===== src/inc/afssp_pkg.sv =====
// Shared constants and types of the converter's framed serial port.
// Assumes a single 50 MHz system clock; all link pins arrive unsynchronised.
package afssp_pkg;

  localparam int unsigned WORD_BITS      = 24;
  localparam int unsigned CNT_BITS       = 5;
  localparam int unsigned FIFO_DEPTH     = 4;
  localparam int unsigned FIFO_PTR_BITS  = 2;

  // Control word layout, most significant bit sent first
  localparam int unsigned CTRL_MODE_MSB  = 23;
  localparam int unsigned CTRL_MODE_LSB  = 21;
  localparam int unsigned CTRL_CALACC    = 14;
  localparam int unsigned CTRL_BIPOLAR_N = 12;
  localparam logic [WORD_BITS-1:0] CTRL_RESET = 24'h000000;
  localparam logic [2:0] MODE_NORMAL     = 3'h0;

  // Self-clocked serial clock: half period in ns, then in system cycles
  localparam int unsigned CLK_PERIOD_NS  = 20;
  localparam int unsigned SCLK_HALF_NS   = 80;
  localparam int unsigned SCLK_HALF_CYC  =
    (SCLK_HALF_NS + CLK_PERIOD_NS - 1) / CLK_PERIOD_NS;
  localparam int unsigned DIV_BITS       = 3;

  // Synchronised pin vector positions
  localparam int unsigned PIN_MODE  = 0;
  localparam int unsigned PIN_WFS   = 1;
  localparam int unsigned PIN_RFS   = 2;
  localparam int unsigned PIN_SEL   = 3;
  localparam int unsigned PIN_SCLK  = 4;
  localparam int unsigned PIN_SDI   = 5;
  localparam int unsigned PIN_COUNT = 6;
  // Strobes and the host clock idle high, so no false edge follows reset
  localparam logic [PIN_COUNT-1:0] PIN_RESET = 6'h16;

  typedef enum logic [1:0] {
    AFSSP_IDLE  = 2'h0,
    AFSSP_WRITE = 2'h1,
    AFSSP_READ  = 2'h2,
    AFSSP_DONE  = 2'h3
  } afssp_state_e;

  typedef enum logic [1:0] {
    AFSSP_SRC_CTRL   = 2'h0,
    AFSSP_SRC_RESULT = 2'h1,
    AFSSP_SRC_CAL    = 2'h2,
    AFSSP_SRC_NONE   = 2'h3
  } afssp_src_e;

  // Raw conversion result, two's complement from the filter
  typedef struct packed {
    logic [WORD_BITS-1:0] value;
  } afssp_conv_s;

endpackage


===== src/rtl/afssp_port.sv =====
// Framed bidirectional serial port of the converter, plus its result FIFO.
// Assumes the host drives the frame strobes and, in external clocking,
// the serial clock; every link pin is sampled by the 50 MHz system clock.
//
// Behaviour
// - Write strobe is active low; write bits are taken only after it falls.
// - Self-clocked, our clock starts only after the write strobe falls.
// - Read strobe, active low: self-clocked, clock and data follow its fall.
// - Host-clocked, data is driven only after the read strobe falls.
// - Result ready falls whenever a new conversion word is available.
// - Result ready returns high once a full word has been shifted out.
// - Result ready also falls when a calibration sequence finishes.
// - A result read is driven only while result ready is low.
// - Write bits are sampled on rising clock edges while its strobe is low.
// - Results are natural binary if unipolar, offset binary if bipolar.
// - The line writes control or calibration, and reads those or results.
// - Bipolar midscale lies between 0111...111 and 1000...000.
// - Control loads only after 24 bits; clocks past the 24th are ignored.
`timescale 1ns/10ps
`default_nettype none

module afssp_fifo #(
  parameter int unsigned WIDTH    = afssp_pkg::WORD_BITS,
  parameter int unsigned DEPTH    = afssp_pkg::FIFO_DEPTH,
  parameter int unsigned PTR_BITS = afssp_pkg::FIFO_PTR_BITS
) (
  input  wire logic             clk,
  input  wire logic             sys_rst,
  input  wire logic             in_valid,
  output var  logic             in_ready,
  input  wire logic [WIDTH-1:0] in_data,
  output logic                  out_valid,
  input  wire logic             out_ready,
  output logic [WIDTH-1:0]      out_data
);
  logic [WIDTH-1:0]  mem_q [DEPTH];
  logic [PTR_BITS-1:0] wr_q;
  logic [PTR_BITS-1:0] rd_q;
  logic [PTR_BITS:0]   cnt_q;
  logic [PTR_BITS:0]   cnt_d;
  wire               push = in_valid && in_ready;
  wire               pop  = out_valid && out_ready;

  assign out_valid = (cnt_q != '0);
  assign out_data  = mem_q[rd_q];
  assign cnt_d     = cnt_q + (PTR_BITS+1)'(push) - (PTR_BITS+1)'(pop);

  always_ff @(posedge clk) begin
    if (push) begin
      mem_q[wr_q] <= in_data;
    end
  end

  always_ff @(posedge clk) begin
    if (sys_rst) begin
      wr_q     <= '0;
      rd_q     <= '0;
      cnt_q    <= '0;
      in_ready <= 1'b0;
    end else begin
      wr_q     <= wr_q + PTR_BITS'(push);
      rd_q     <= rd_q + PTR_BITS'(pop);
      cnt_q    <= cnt_d;
      // Registered so the source sees back-pressure without a comb path
      in_ready <= (cnt_d != (PTR_BITS+1)'(DEPTH));
    end
  end
endmodule

module afssp_port (
  input  wire logic                 clk,
  input  wire logic                 sys_rst,
  input  wire logic                 clock_mode_self,
  input  wire logic                 write_frame_strobe_n,
  input  wire logic                 read_frame_strobe_n,
  input  wire logic                 register_select,
  input  wire logic                 serial_clock_i,
  output logic                      serial_clock_o,
  output logic                      serial_clock_oe,
  input  wire logic                 shared_serial_line_i,
  output logic                      shared_serial_line_o,
  output logic                      shared_serial_line_oe,
  output logic                      result_ready_n,
  input  wire logic                 conv_valid,
  output logic                      conv_ready,
  input  wire afssp_pkg::afssp_conv_s conv_data,
  input  wire logic                 cal_done,
  output logic                      cal_start,
  output logic [afssp_pkg::WORD_BITS-1:0] ctrl_word
);
  localparam int unsigned W = afssp_pkg::WORD_BITS;
  localparam int unsigned N = afssp_pkg::PIN_COUNT;
  localparam int unsigned C = afssp_pkg::CNT_BITS;
  localparam int unsigned D = afssp_pkg::DIV_BITS;
  // Three-stage sampling; a level is accepted when stages two and three agree
  logic [N-1:0] s1_q;
  logic [N-1:0] s2_q;
  logic [N-1:0] s3_q;
  logic [N-1:0] pin_q;
  wire  [N-1:0] pin_raw = {shared_serial_line_i, serial_clock_i,
                           register_select, read_frame_strobe_n,
                           write_frame_strobe_n, clock_mode_self};

  for (genvar i = 0; i < N; i++) begin : g_sync
    always_ff @(posedge clk) begin
      if (sys_rst) begin
        s1_q[i]  <= afssp_pkg::PIN_RESET[i];
        s2_q[i]  <= afssp_pkg::PIN_RESET[i];
        s3_q[i]  <= afssp_pkg::PIN_RESET[i];
        pin_q[i] <= afssp_pkg::PIN_RESET[i];
      end else begin
        s1_q[i]  <= pin_raw[i];
        s2_q[i]  <= s1_q[i];
        s3_q[i]  <= s2_q[i];
        pin_q[i] <= (s2_q[i] == s3_q[i]) ? s3_q[i] : pin_q[i];
      end
    end
  end
  function automatic logic [W-1:0] encode(input logic [W-1:0] raw,
                                          input logic bipolar);
    logic [W-1:0] r;
    r = raw;
    if (bipolar) begin
      r[W-1] = ~raw[W-1];
    end else if (raw[W-1]) begin
      r = '0;
    end
    return r;
  endfunction
  afssp_pkg::afssp_state_e state_q;
  afssp_pkg::afssp_src_e   src_q;
  logic [W-1:0] ctrl_q;
  logic [W-1:0] cal_q [2];
  logic         cal_ptr_q;
  logic [W-1:0] sh_q;
  logic [C-1:0] bits_q;
  logic [D-1:0] div_q;
  logic         sclk_q;
  logic         sclk_prev_q;
  logic         sdo_q;
  logic         sdo_oe_q;
  logic         sclk_oe_q;
  logic         rdy_n_q;
  logic         cal_flag_q;
  logic         gap_q;
  logic         cal_start_q;
  wire self_mode = pin_q[afssp_pkg::PIN_MODE];
  wire wfs_low   = ~pin_q[afssp_pkg::PIN_WFS];
  wire rfs_low   = ~pin_q[afssp_pkg::PIN_RFS];
  wire sel_ctrl  = ~pin_q[afssp_pkg::PIN_SEL];
  wire bipolar   = ~ctrl_q[afssp_pkg::CTRL_BIPOLAR_N];
  wire cal_acc   = ctrl_q[afssp_pkg::CTRL_CALACC];
  wire word_done = (bits_q == C'(W));
  wire active    = (state_q == afssp_pkg::AFSSP_WRITE) ||
                   (state_q == afssp_pkg::AFSSP_READ);
  // Self-clocked edges come from our own divider, external ones from the pin
  wire div_wrap  = (div_q == D'(afssp_pkg::SCLK_HALF_CYC - 1));
  wire gen_run   = self_mode && active && !word_done;
  wire ext_level = pin_q[afssp_pkg::PIN_SCLK];
  wire sclk_rise = self_mode ? (gen_run && div_wrap && !sclk_q)
                             : (ext_level && !sclk_prev_q);
  wire sclk_fall = self_mode ? (gen_run && div_wrap && sclk_q)
                             : (!ext_level && sclk_prev_q);
  wire fifo_valid;
  wire [W-1:0] fifo_data;
  wire result_avail = fifo_valid || cal_flag_q;
  wire rd_done      = (state_q == afssp_pkg::AFSSP_READ) && word_done;
  wire fifo_pop     = rd_done && (src_q == afssp_pkg::AFSSP_SRC_RESULT);
  // Read word selection (control, result or calibration) at the read strobe's fall
  wire afssp_pkg::afssp_src_e rd_src =
    sel_ctrl ? afssp_pkg::AFSSP_SRC_CTRL :
    (!rdy_n_q && fifo_valid) ? afssp_pkg::AFSSP_SRC_RESULT :
    cal_acc ? afssp_pkg::AFSSP_SRC_CAL : afssp_pkg::AFSSP_SRC_NONE;
  wire [W-1:0] rd_word =
    (rd_src == afssp_pkg::AFSSP_SRC_CTRL)   ? ctrl_q :
    (rd_src == afssp_pkg::AFSSP_SRC_RESULT) ? encode(fifo_data, bipolar) :
    cal_q[cal_ptr_q];
  wire start_rd = (state_q == afssp_pkg::AFSSP_IDLE) && rfs_low &&
                  !wfs_low;
  wire start_wr = (state_q == afssp_pkg::AFSSP_IDLE) && wfs_low;
  // Write completes only when the strobe rises after a full 24-bit word
  wire wr_end   = (state_q == afssp_pkg::AFSSP_WRITE) && !wfs_low;
  wire wr_load  = wr_end && word_done;
  wire ctrl_ld  = wr_load && (src_q == afssp_pkg::AFSSP_SRC_CTRL);
  wire cal_ld   = wr_load && (src_q == afssp_pkg::AFSSP_SRC_CAL);
  wire cal_go   = ctrl_ld && (sh_q[afssp_pkg::CTRL_MODE_MSB:
                                   afssp_pkg::CTRL_MODE_LSB] !=
                              afssp_pkg::MODE_NORMAL);
  afssp_fifo #(
    .WIDTH    (W),
    .DEPTH    (afssp_pkg::FIFO_DEPTH),
    .PTR_BITS (afssp_pkg::FIFO_PTR_BITS)
  ) u_fifo (
    .clk       (clk),
    .sys_rst   (sys_rst),
    .in_valid  (conv_valid),
    .in_ready  (conv_ready),
    .in_data   (conv_data.value),
    .out_valid (fifo_valid),
    .out_ready (fifo_pop),
    .out_data  (fifo_data)
  );
  always_ff @(posedge clk) begin
    if (sys_rst) begin
      state_q <= afssp_pkg::AFSSP_IDLE;
      src_q   <= afssp_pkg::AFSSP_SRC_NONE;
    end else begin
      case (state_q)
        afssp_pkg::AFSSP_IDLE: begin
          if (start_wr) begin
            state_q <= afssp_pkg::AFSSP_WRITE;
            src_q   <= sel_ctrl ? afssp_pkg::AFSSP_SRC_CTRL :
                       cal_acc ? afssp_pkg::AFSSP_SRC_CAL :
                       afssp_pkg::AFSSP_SRC_NONE;
          end else if (start_rd) begin
            state_q <= afssp_pkg::AFSSP_READ;
            src_q   <= rd_src;
          end
        end
        afssp_pkg::AFSSP_WRITE: begin
          if (!wfs_low) begin
            state_q <= afssp_pkg::AFSSP_DONE;
          end
        end
        afssp_pkg::AFSSP_READ: begin
          if (!rfs_low || word_done) begin
            state_q <= afssp_pkg::AFSSP_DONE;
          end
        end
        afssp_pkg::AFSSP_DONE: begin
          if (!wfs_low && !rfs_low) begin
            state_q <= afssp_pkg::AFSSP_IDLE;
          end
        end
        default: state_q <= afssp_pkg::AFSSP_IDLE;
      endcase
    end
  end
  // Shared shifter; reads shift only after a rise, keeping the MSB up first
  always_ff @(posedge clk) begin
    if (sys_rst) begin
      bits_q <= '0;
      sh_q   <= '0;
    end else if (start_wr) begin
      bits_q <= '0;
    end else if (start_rd) begin
      bits_q <= '0;
      sh_q   <= rd_word;
    end else if (state_q == afssp_pkg::AFSSP_WRITE && wfs_low &&
                 sclk_rise && !word_done) begin
      bits_q <= bits_q + C'(1);
      sh_q   <= {sh_q[W-2:0], pin_q[afssp_pkg::PIN_SDI]};
    end else if (state_q == afssp_pkg::AFSSP_READ && sclk_rise &&
                 !word_done) begin
      bits_q <= bits_q + C'(1);
    end else if (state_q == afssp_pkg::AFSSP_READ && sclk_fall && |bits_q) begin
      sh_q   <= {sh_q[W-2:0], 1'b0};
    end
  end
  // Serial clock generator and pin drivers
  always_ff @(posedge clk) begin
    if (sys_rst) begin
      div_q       <= '0;
      sclk_q      <= 1'b1;
      sclk_prev_q <= 1'b1;
      sclk_oe_q   <= 1'b0;
    end else begin
      div_q       <= (gen_run && !div_wrap) ? div_q + D'(1) : '0;
      sclk_q      <= (gen_run && div_wrap) ? ~sclk_q : (sclk_q | ~gen_run);
      sclk_prev_q <= self_mode ? sclk_q : ext_level;
      sclk_oe_q   <= self_mode && active;
    end
  end
  // Data drives only while a readable word is being shifted out
  always_ff @(posedge clk) begin
    if (sys_rst) begin
      sdo_q    <= 1'b0;
      sdo_oe_q <= 1'b0;
    end else begin
      sdo_q    <= sh_q[W-1];
      sdo_oe_q <= (state_q == afssp_pkg::AFSSP_READ) && rfs_low &&
                  (src_q != afssp_pkg::AFSSP_SRC_NONE);
    end
  end
  // Registers loaded from the link, and calibration handshake
  always_ff @(posedge clk) begin
    if (sys_rst) begin
      ctrl_q      <= afssp_pkg::CTRL_RESET;
      cal_q[0]    <= '0;
      cal_q[1]    <= '0;
      cal_ptr_q   <= 1'b0;
      cal_start_q <= 1'b0;
    end else begin
      cal_start_q <= cal_go;
      if (ctrl_ld) begin
        ctrl_q <= sh_q;
      end else if (cal_done) begin
        ctrl_q[afssp_pkg::CTRL_MODE_MSB:afssp_pkg::CTRL_MODE_LSB] <=
          afssp_pkg::MODE_NORMAL;
      end
      if (cal_ld) begin
        cal_q[cal_ptr_q] <= sh_q;
      end
      if (cal_ld || (rd_done && src_q == afssp_pkg::AFSSP_SRC_CAL)) begin
        cal_ptr_q <= ~cal_ptr_q;
      end
    end
  end

  // Ready goes high for two cycles after each word so every new word
  // shows a fresh falling edge, even when the FIFO still holds more.
  always_ff @(posedge clk) begin
    if (sys_rst) begin
      cal_flag_q <= 1'b0;
      gap_q      <= 1'b0;
      rdy_n_q    <= 1'b1;
    end else begin
      cal_flag_q <= cal_done || (cal_flag_q && !rd_done);
      gap_q      <= rd_done && !rdy_n_q;
      rdy_n_q    <= !result_avail || gap_q ||
                    (rd_done && !rdy_n_q);
    end
  end

  assign serial_clock_o        = sclk_q;
  assign serial_clock_oe       = sclk_oe_q;
  assign shared_serial_line_o  = sdo_q;
  assign shared_serial_line_oe = sdo_oe_q;
  assign result_ready_n        = rdy_n_q;
  assign cal_start             = cal_start_q;
  assign ctrl_word             = ctrl_q;
endmodule

`default_nettype wire


===== config.mk =====
export PLATFORM = sky130hd
export DESIGN_NAME = afssp_port
export DESIGN_NICKNAME = d
export VERILOG_FILES = /design/src/inc/afssp_pkg.sv /design/src/rtl/afssp_port.sv
export SDC_FILE = /design/constraint.sdc
export NUM_CORES = 1
export LEC_CHECK = 0
export BUFFER_PORTS_ARGS = -buffer_cell sky130_fd_sc_hd__buf_2
export CAP_MARGIN = 20
export CORE_MARGIN = 1
export CORE_UTILIZATION = 55
export CTS_BUF_LIST = sky130_fd_sc_hd__clkbuf_16
export CTS_CLUSTER_DIAMETER = 150
export CTS_CLUSTER_SIZE = 28
export DETAILED_ROUTE_END_ITERATION = 8
export GPL_TIMING_DRIVEN = 0
export MAX_ROUTING_LAYER = met4
export PLACE_DENSITY = 0.72
export SYNTH_ARGS = -nofsm -noshare
export SYNTH_HDL_FRONTEND = slang
export SYNTH_SLANG_ARGS = --single-unit

===== constraint.sdc =====
create_clock -name clk -period 4.3 [get_ports clk]
set_clock_uncertainty 0.15 [all_clocks]
set_input_delay 0.43 -clock clk [delete_from_list [all_inputs] [get_ports clk]]
set_output_delay 0.43 -clock clk [all_outputs]
set_load 0.01 [all_outputs]

-- Word level (Yosys, flattened, before mapping)
Memories as Yosys holds them, arrays and structs flattened. A register that Yosys moved wholly into a read port is not among the register bits.
Index checks and enable logic that the tools add are counted.
- $add $sub $neg: 6
- multiply operators: 0
- divide/modulo/power cells: 0
- order comparisons: 0
- eq/ne operators: 21
- shift operators: 0
- mux-type cells: 42
- bitwise logic cells: 9
- reduce and logical (&&, ||, !) cells: 65
- operator list (operator ; count):
    $mux 24 ; 7
    $mux 23 ; 2
    $logic_and 1x1->1 ; 34
    $reduce_or 24->1 ; 1
    $mux 2 ; 11
    $mux 1 ; 17
    $mux 5 ; 2
    $ne 3x3->1 const B ; 3
    $reduce_bool 3->1 ; 3
    $logic_not 1->1 ; 8
    $ne 2x2->1 const B ; 4
    $not 1->1 ; 8
    $pmux 2 s4 ; 1
    $logic_or 1x1->1 ; 7
    $eq 1x1->1 ; 6
    $eq 2x1->1 const B ; 3
    $eq 2x2->1 const B ; 3
    $logic_not 2->1 ; 3
    $mux 3 ; 2
    $reduce_bool 2->1 ; 3
    $add 5x1->5 const B ; 1
    $eq 5x5->1 const B ; 1
    $reduce_or 5->1 ; 1
    $add 2x1->2 ; 2
    10 further kinds ; 10
- register bits after elaboration: 102
- bits in latches: 0
- bits in writable memories: 144
- memory bits (read-only): 0
- output and inout port bits: 31
- logic and storage cells: 190
- memories: 2
- memories (name ; words ; width ; rd ports ; clocked after memory_dff ; write ports ; RTL line ; RTL):
    u_fifo.mem_q ; 4 ; 24 ; 1 ; 1 ; 1 ; afssp_port.sv:36 ; logic [WIDTH-1:0] mem_q [DEPTH];
    cal_q ; 2 ; 24 ; 1 ; 1 ; 2 ; afssp_port.sv:133 ; logic [W-1:0] cal_q [2];

-- Logic depth before layout (Yosys ltp)
- depth after elaboration: 13
- mapped depth: 13

-- Cells and area by module
Synthesis repeated with hierarchy kept, for this count alone.
- cells, all modules: 765
- area, all modules: 10174.8 sq um
- modules (own cells, without submodules) (module ; instances ; cells an instance ; area an instance (sq um) ; sequential area each (sq um)):
    afssp_port ; 1 ; 600 ; 6271.0 ; 3343.2
    afssp_fifo ; 1 ; 165 ; 3903.7 ; 3042.9

-- Worst setup path before layout
Ideal clock, no wire load.
- kind: input -> register
- start point: input port conv_valid
- end point: memory u_fifo.mem_q[1][0] (netlist name) (enable)
- arrival: 2358 ps
- data required time: 3710 ps
- path slack: 1351 ps
- cell stages on the path: 2
- buffers on the path: 0
- cell sequence: nand2_1 -> nor3b_1
- cells in the longest elaborated chain, start to end: 3
- RTL lines (what ; RTL line ; RTL):
    start, declared ; afssp_port.sv:84 ; input wire logic conv_valid,
    $logic_and 1x1->1 ; afssp_port.sv:41 ; wire push = in_valid && in_ready;
    $mux 1 ; afssp_port.sv:49 ; if (push) begin
    $mux 1 (not written as such) ; afssp_port.sv:50 ; mem_q[wr_q] <= in_data;
    end, declared ; afssp_port.sv:36 ;
Every way passes these cells.

-- Worst setup path after layout
- start point: register bits_q[1]
- end point: register u_fifo.in_ready
- cells in the longest elaborated chain, start to end: 6
- RTL lines (what ; RTL line ; RTL):
    start, declared ; afssp_port.sv:136 ; logic [C-1:0] bits_q;
    start signal, assigned ; afssp_port.sv:251 ; bits_q <= bits_q + C'(1);
    start signal, assigned ; afssp_port.sv:255 ; bits_q <= bits_q + C'(1);
    $eq 5x5->1 ; afssp_port.sv:153 ; wire word_done = (bits_q == C'(W));
    $logic_and 1x1->1 ; afssp_port.sv:167 ; wire rd_done = (state_q == afssp_pkg::AFSSP_READ) && word_done;
    $logic_and 1x1->1 ; afssp_port.sv:168 ; wire fifo_pop = rd_done && (src_q == afssp_pkg::AFSSP_SRC_RESULT);
    $logic_and 1x1->1 ; afssp_port.sv:42 ; wire pop = out_valid && out_ready;
    $sub 3x1->3 ; afssp_port.sv:46 ; assign cnt_d = cnt_q + (PTR_BITS+1)'(push) - (PTR_BITS+1)'(pop);
    net u_fifo.cnt_d[1] ; afssp_port.sv:40 ; logic [PTR_BITS:0] cnt_d;
    $ne 3x3->1 ; afssp_port.sv:65 ; in_ready <= (cnt_d != (PTR_BITS+1)'(DEPTH));
    end signal, assigned ; afssp_port.sv:65 ;
    end, declared ; afssp_port.sv:30 ; output var logic in_ready,
The timed path passes the listed nets, and every way through them passes these cells.
A chain may end at the register's enable or synchronous reset.

==> flow_metrics.py <==
metrics = {
    "timing": {
        "tightest_slew_ns": 0.930,
        "layout_min_cycle_time_ns": 3.36,
        "timing.slew.headroom_pct": 37.7,
        "setup_tns_ns": 0,
        "finalCritPeriodShare_pct": 78.1,
        "rsz0062_at_grt": "false",
        "final-setup-viol-count": 0,
        "fmax_mhz": 298,
        "report.final.slew_viol_count": 0,
        "hold_viol": 0,
    },
    "finish": {
        "diodes": 0,
        "finish.utilization_pct": 62.7,
        "finalNonFillerCells": 1133,
        "nNetsFinal": 946,
        "register_area_um2": 6390,
        "multi_input_area_um2": 3500,
        "area_delta_synth_final_pct": 10.6,
        "final_layout_size_suffix_gt1_share_pct": 15.9,
        "nFillCells": 1379,
    },
    "synth": {
        "synth_edf_count": 144,
        "synth_area_per_cell_um2": 12.7,
        "ys_top_cells_by_count": "edfxtp_1 (144), dfxtp_1 (103), nor2_1 (93), and2_1 (49), mux2i_1 (46)",
        "synthTopCellsByArea": "edfxtp_1 (42%), dfxtp_1 (20%), mux4_2 (5.3%), mux2i_1 (4.5%), nor2_1 (3.4%)",
        "synth_area_um2": 10200,
        "synthSimpleGateAreaFrac_pct": 12.2,
        "muxShareOfSynthArea_pct": 9.77,
        "syn_nets": 858,
        "yosys.cell_types.count": 57,
        "synth_top_area_share_pct": 42.2,
        "synth-seq-cells": 247,
        "yosysWarnings": 0,
        "synthFlopType": "edfxtp_1",
        "synth_xor_area_share_pct": 0.855,
        "ys_seq_area_share_pct": 62.3,
        "synthArstFlopShare_pct": 0,
        "synth_compound_area_share_pct": 9.36,
        "yosys.area_share.adder_pct": 1.78,
        "synth_top_family_by_area": "simple AND/OR/NAND/NOR gates",
        "synth_top_cell_by_area": "edfxtp_1",
        "synth_cells": 810,
        "synth.most_common_cell": "edfxtp_1",
    },
    "setup_path": {
        "crit_required_ns": 4.49,
        "crit_family": "simple AND/OR/NAND/NOR gates",
        "critPathCapture": "u_fifo.in_ready",
        "cpMaxStageDelayCell": "nor4b_1",
        "critPathLaunch": "bits_q[1]",
        "critPathKind": "flop to flop",
        "cp_num_cells": 12,
        "max_stage_delay_ns": 0.60,
        "rr_endpoint": "u_fifo.in_ready",
        "critPathCaptureType": "flop",
        "ff2ff_setup_slack_ns": 0.94,
        "cp_cell_sequence": "inv_1, ha_1, and4b_1, buf_2, nand2_1, nor4b_1, ha_1, inv_1, ha_1, fa_1, nor3_1, nor2_1",
        "cp_num_buf_inv": 3,
        "cp_common_cell": "ha_1",
        "rr_startpoint": "bits_q[1]",
        "start_kind": "flop",
        "arrival_ns": 3.55,
        "rr_worst_depth": 12,
        "worstPathMaxFanout": 8,
    },
    "run_status": {
        "status": "completed",
    },
    "floorplan": {
        "row_count": 49,
        "start_util_pct": 56.7,
        "ios": 65,
        "die_h_um": 139,
        "dieArea_um2": 19200,
        "dieWidth_um": 139,
        "core-area_um2": 18100,
    },
    "drt": {
        "drtAntennaViolNets": 0,
        "first_pass_iters": 5,
        "viasPerCell": 5.89,
        "routed_wl_um": 22200,
        "wl_per_cell_um": 19.6,
        "drtIter0Drc": 574,
        "post-route-drc-count": 0,
        "vias": 6672,
    },
    "cts": {
        "cts_tree": "done",
        "cts_inserted_buffers": 12,
        "cts_max_level": 1,
        "post_cts_buffers": 0,
        "clk_latency_ns": 0.48,
        "path_clk_slew_ns": 0.11,
        "cts_root_buf": "clkbuf_16",
        "clockBufferDepth": 3,
        "clock-sinks": 247,
    },
    "place": {
        "dp_hpwl_um": 15700,
        "dp_cells": 1110,
        "io_buffers": 64,
        "gp_congestion": 0.898,
    },
    "power": {
        "pwr-share-comb_pct": 6.8,
        "powerDensity_nw_per_um2": 365,
        "p_sw_share_pct": 21.9,
        "clkPwrFrac_pct": 30.3,
        "internal-power_mw": 3.23,
        "finalPower_mw": 4.14,
        "p_switching_mw": 0.909,
        "pwr-share-seq_pct": 62.9,
        "p_leak_nw": 3.83,
        "ir_drop_mv": 0.317,
    },
    "worst_hold_path": {
        "hp-class": "primary input to flop",
        "min_path_cells": 1,
    },
    "grt": {
        "grt_pass1_vias": 6744,
        "grt_util_all_layers_pct": 24.4,
        "grt_start_max_net_pins": 30,
        "grt_overflow": 0,
        "antenna_found_initial": 0,
        "grt_pass1_wl_um": 35700,
    },
    "run": {
        "cap_violations": 0,
    },
}
## worst min path at each step
| stage | to | slack (ns) | start |
|---|---|---|---|
| after floorplan | s2_q[1] | 0.24 | s1_q[1] |
| after global placement | s2_q[4] | 0.25 | s1_q[4] |
| after detailed placement | s2_q[2] | 0.25 | s1_q[2] |
| after CTS | u_fifo.mem_q[3][2] | 0.01 | conv_data[2] |
| after global routing | u_fifo.mem_q[1][2] | 0.004 | conv_data[2] |
| final | u_fifo.mem_q[2][17] | 0.01 | conv_data[17] |
## worst reg2reg max path: stages (launching register included)
cell     delay, ns
dfxtp_1       0.35
inv_1         0.07
ha_1          0.17
and4b_1       0.22
buf_2         0.19
nand2_1       0.17
nor4b_1       0.60
ha_1          0.35
inv_1         0.07
ha_1          0.17
fa_1          0.44
nor3_1        0.20
nor2_1        0.07
## cells by family after synthesis
kind of cell               Yosys count
xor gates and xnor gates            10
and+or+nand+nor                    249
adders and majority gates           14
DFF                                247
muxes                               70
buffers and inverters               90
AOI/OAI and AO/OA                  130
## final cells by class
type,count,share of cell area [%]
sequential,247,56.3
multi-input combinational,473,30.9
timing repair buffer,74,3.79
clock buffer,13,2.87
tap,229,2.53
buffer,52,2.06
inverter,38,1.26
clock inverter,7,0.254
## state kept, by name, indices dropped and copies added (netlist names), 3 cells and up, named ones only
register / cells
cal_q: 48
div_q: 3
s2_q: 6
bits_q: 5
s3_q: 6
u_fifo.cnt_q: 3
sh_q: 24
ctrl_word: 24
s1_q: 6
u_fifo.mem_q: 96
pin_q: 4
## power groups by stage
stage	sequential, mW	combinational [mW]	clock [mW]
floorplan	2.65	0.183	0
global placement	2.66	0.254	0
detailed placement	2.66	0.275	0
CTS	2.61	0.279	1.27
global route	2.61	0.312	1.37
finish	2.60	0.280	1.26
## stage by stage
stage	cell area (um^2)	hold slack (ns)	setup slack, ns
after CTS	11300	0.0109	0.932
after global placement	10900	0.245	-0.0255
after global routing	11300	0.00381	0.686
final	11300	0.0141	0.941
after detailed placement	10900	0.248	0.970
after floorplan	10200	0.239	1.35
## per-layer routing
layer / part of all wire, % / up-vias / GRT usage, % / routed length [um]
met3: 6.5 / 41 / 3.36 / 1440
met5: 0 / - / - / 0
met1: 44 / 3278 / 32.7 / 9670
met2: 48 / 227 / 39.4 / 10600
li1: - / 3126 / - / -
met4: 2.0 / 0 / 6.68 / 452
## cells in the final DEF (no fill, tap or decap), types with 3 or more instances in the layout
| cell | n |
|---|---|
| nand4_1 | 3 |
| ha_1 | 13 |
| clkbuf_16 | 13 |
| buf_4 | 3 |
| a21oi_1 | 17 |
| clkbuf_1 | 34 |
| dfxtp_1 | 103 |
| o221ai_1 | 22 |
| edfxtp_1 | 144 |
| xnor2_1 | 6 |
| a311o_1 | 23 |
| nand2_1 | 40 |
| nor2_1 | 93 |
| nor2b_1 | 15 |
| or2_2 | 12 |
| buf_1 | 6 |
| buf_6 | 8 |
| nand2b_1 | 7 |
| dlygate4sd3_1 | 3 |
| o21ai_0 | 26 |
| o21bai_1 | 4 |
| and2_1 | 49 |
| o211ai_1 | 3 |
| buf_2 | 71 |
| nand3_1 | 4 |
| nor3_1 | 6 |
| xor2_1 | 4 |
| mux2i_1 | 46 |
| inv_1 | 44 |
| a31oi_1 | 22 |
| mux4_2 | 24 |
## timing repair
item                                   CTS  global route
hold buffers                             3             0
endpoints found under the hold margin    3             0
gates resized for setup                  0             0
(Power assumes the default switching activity.)
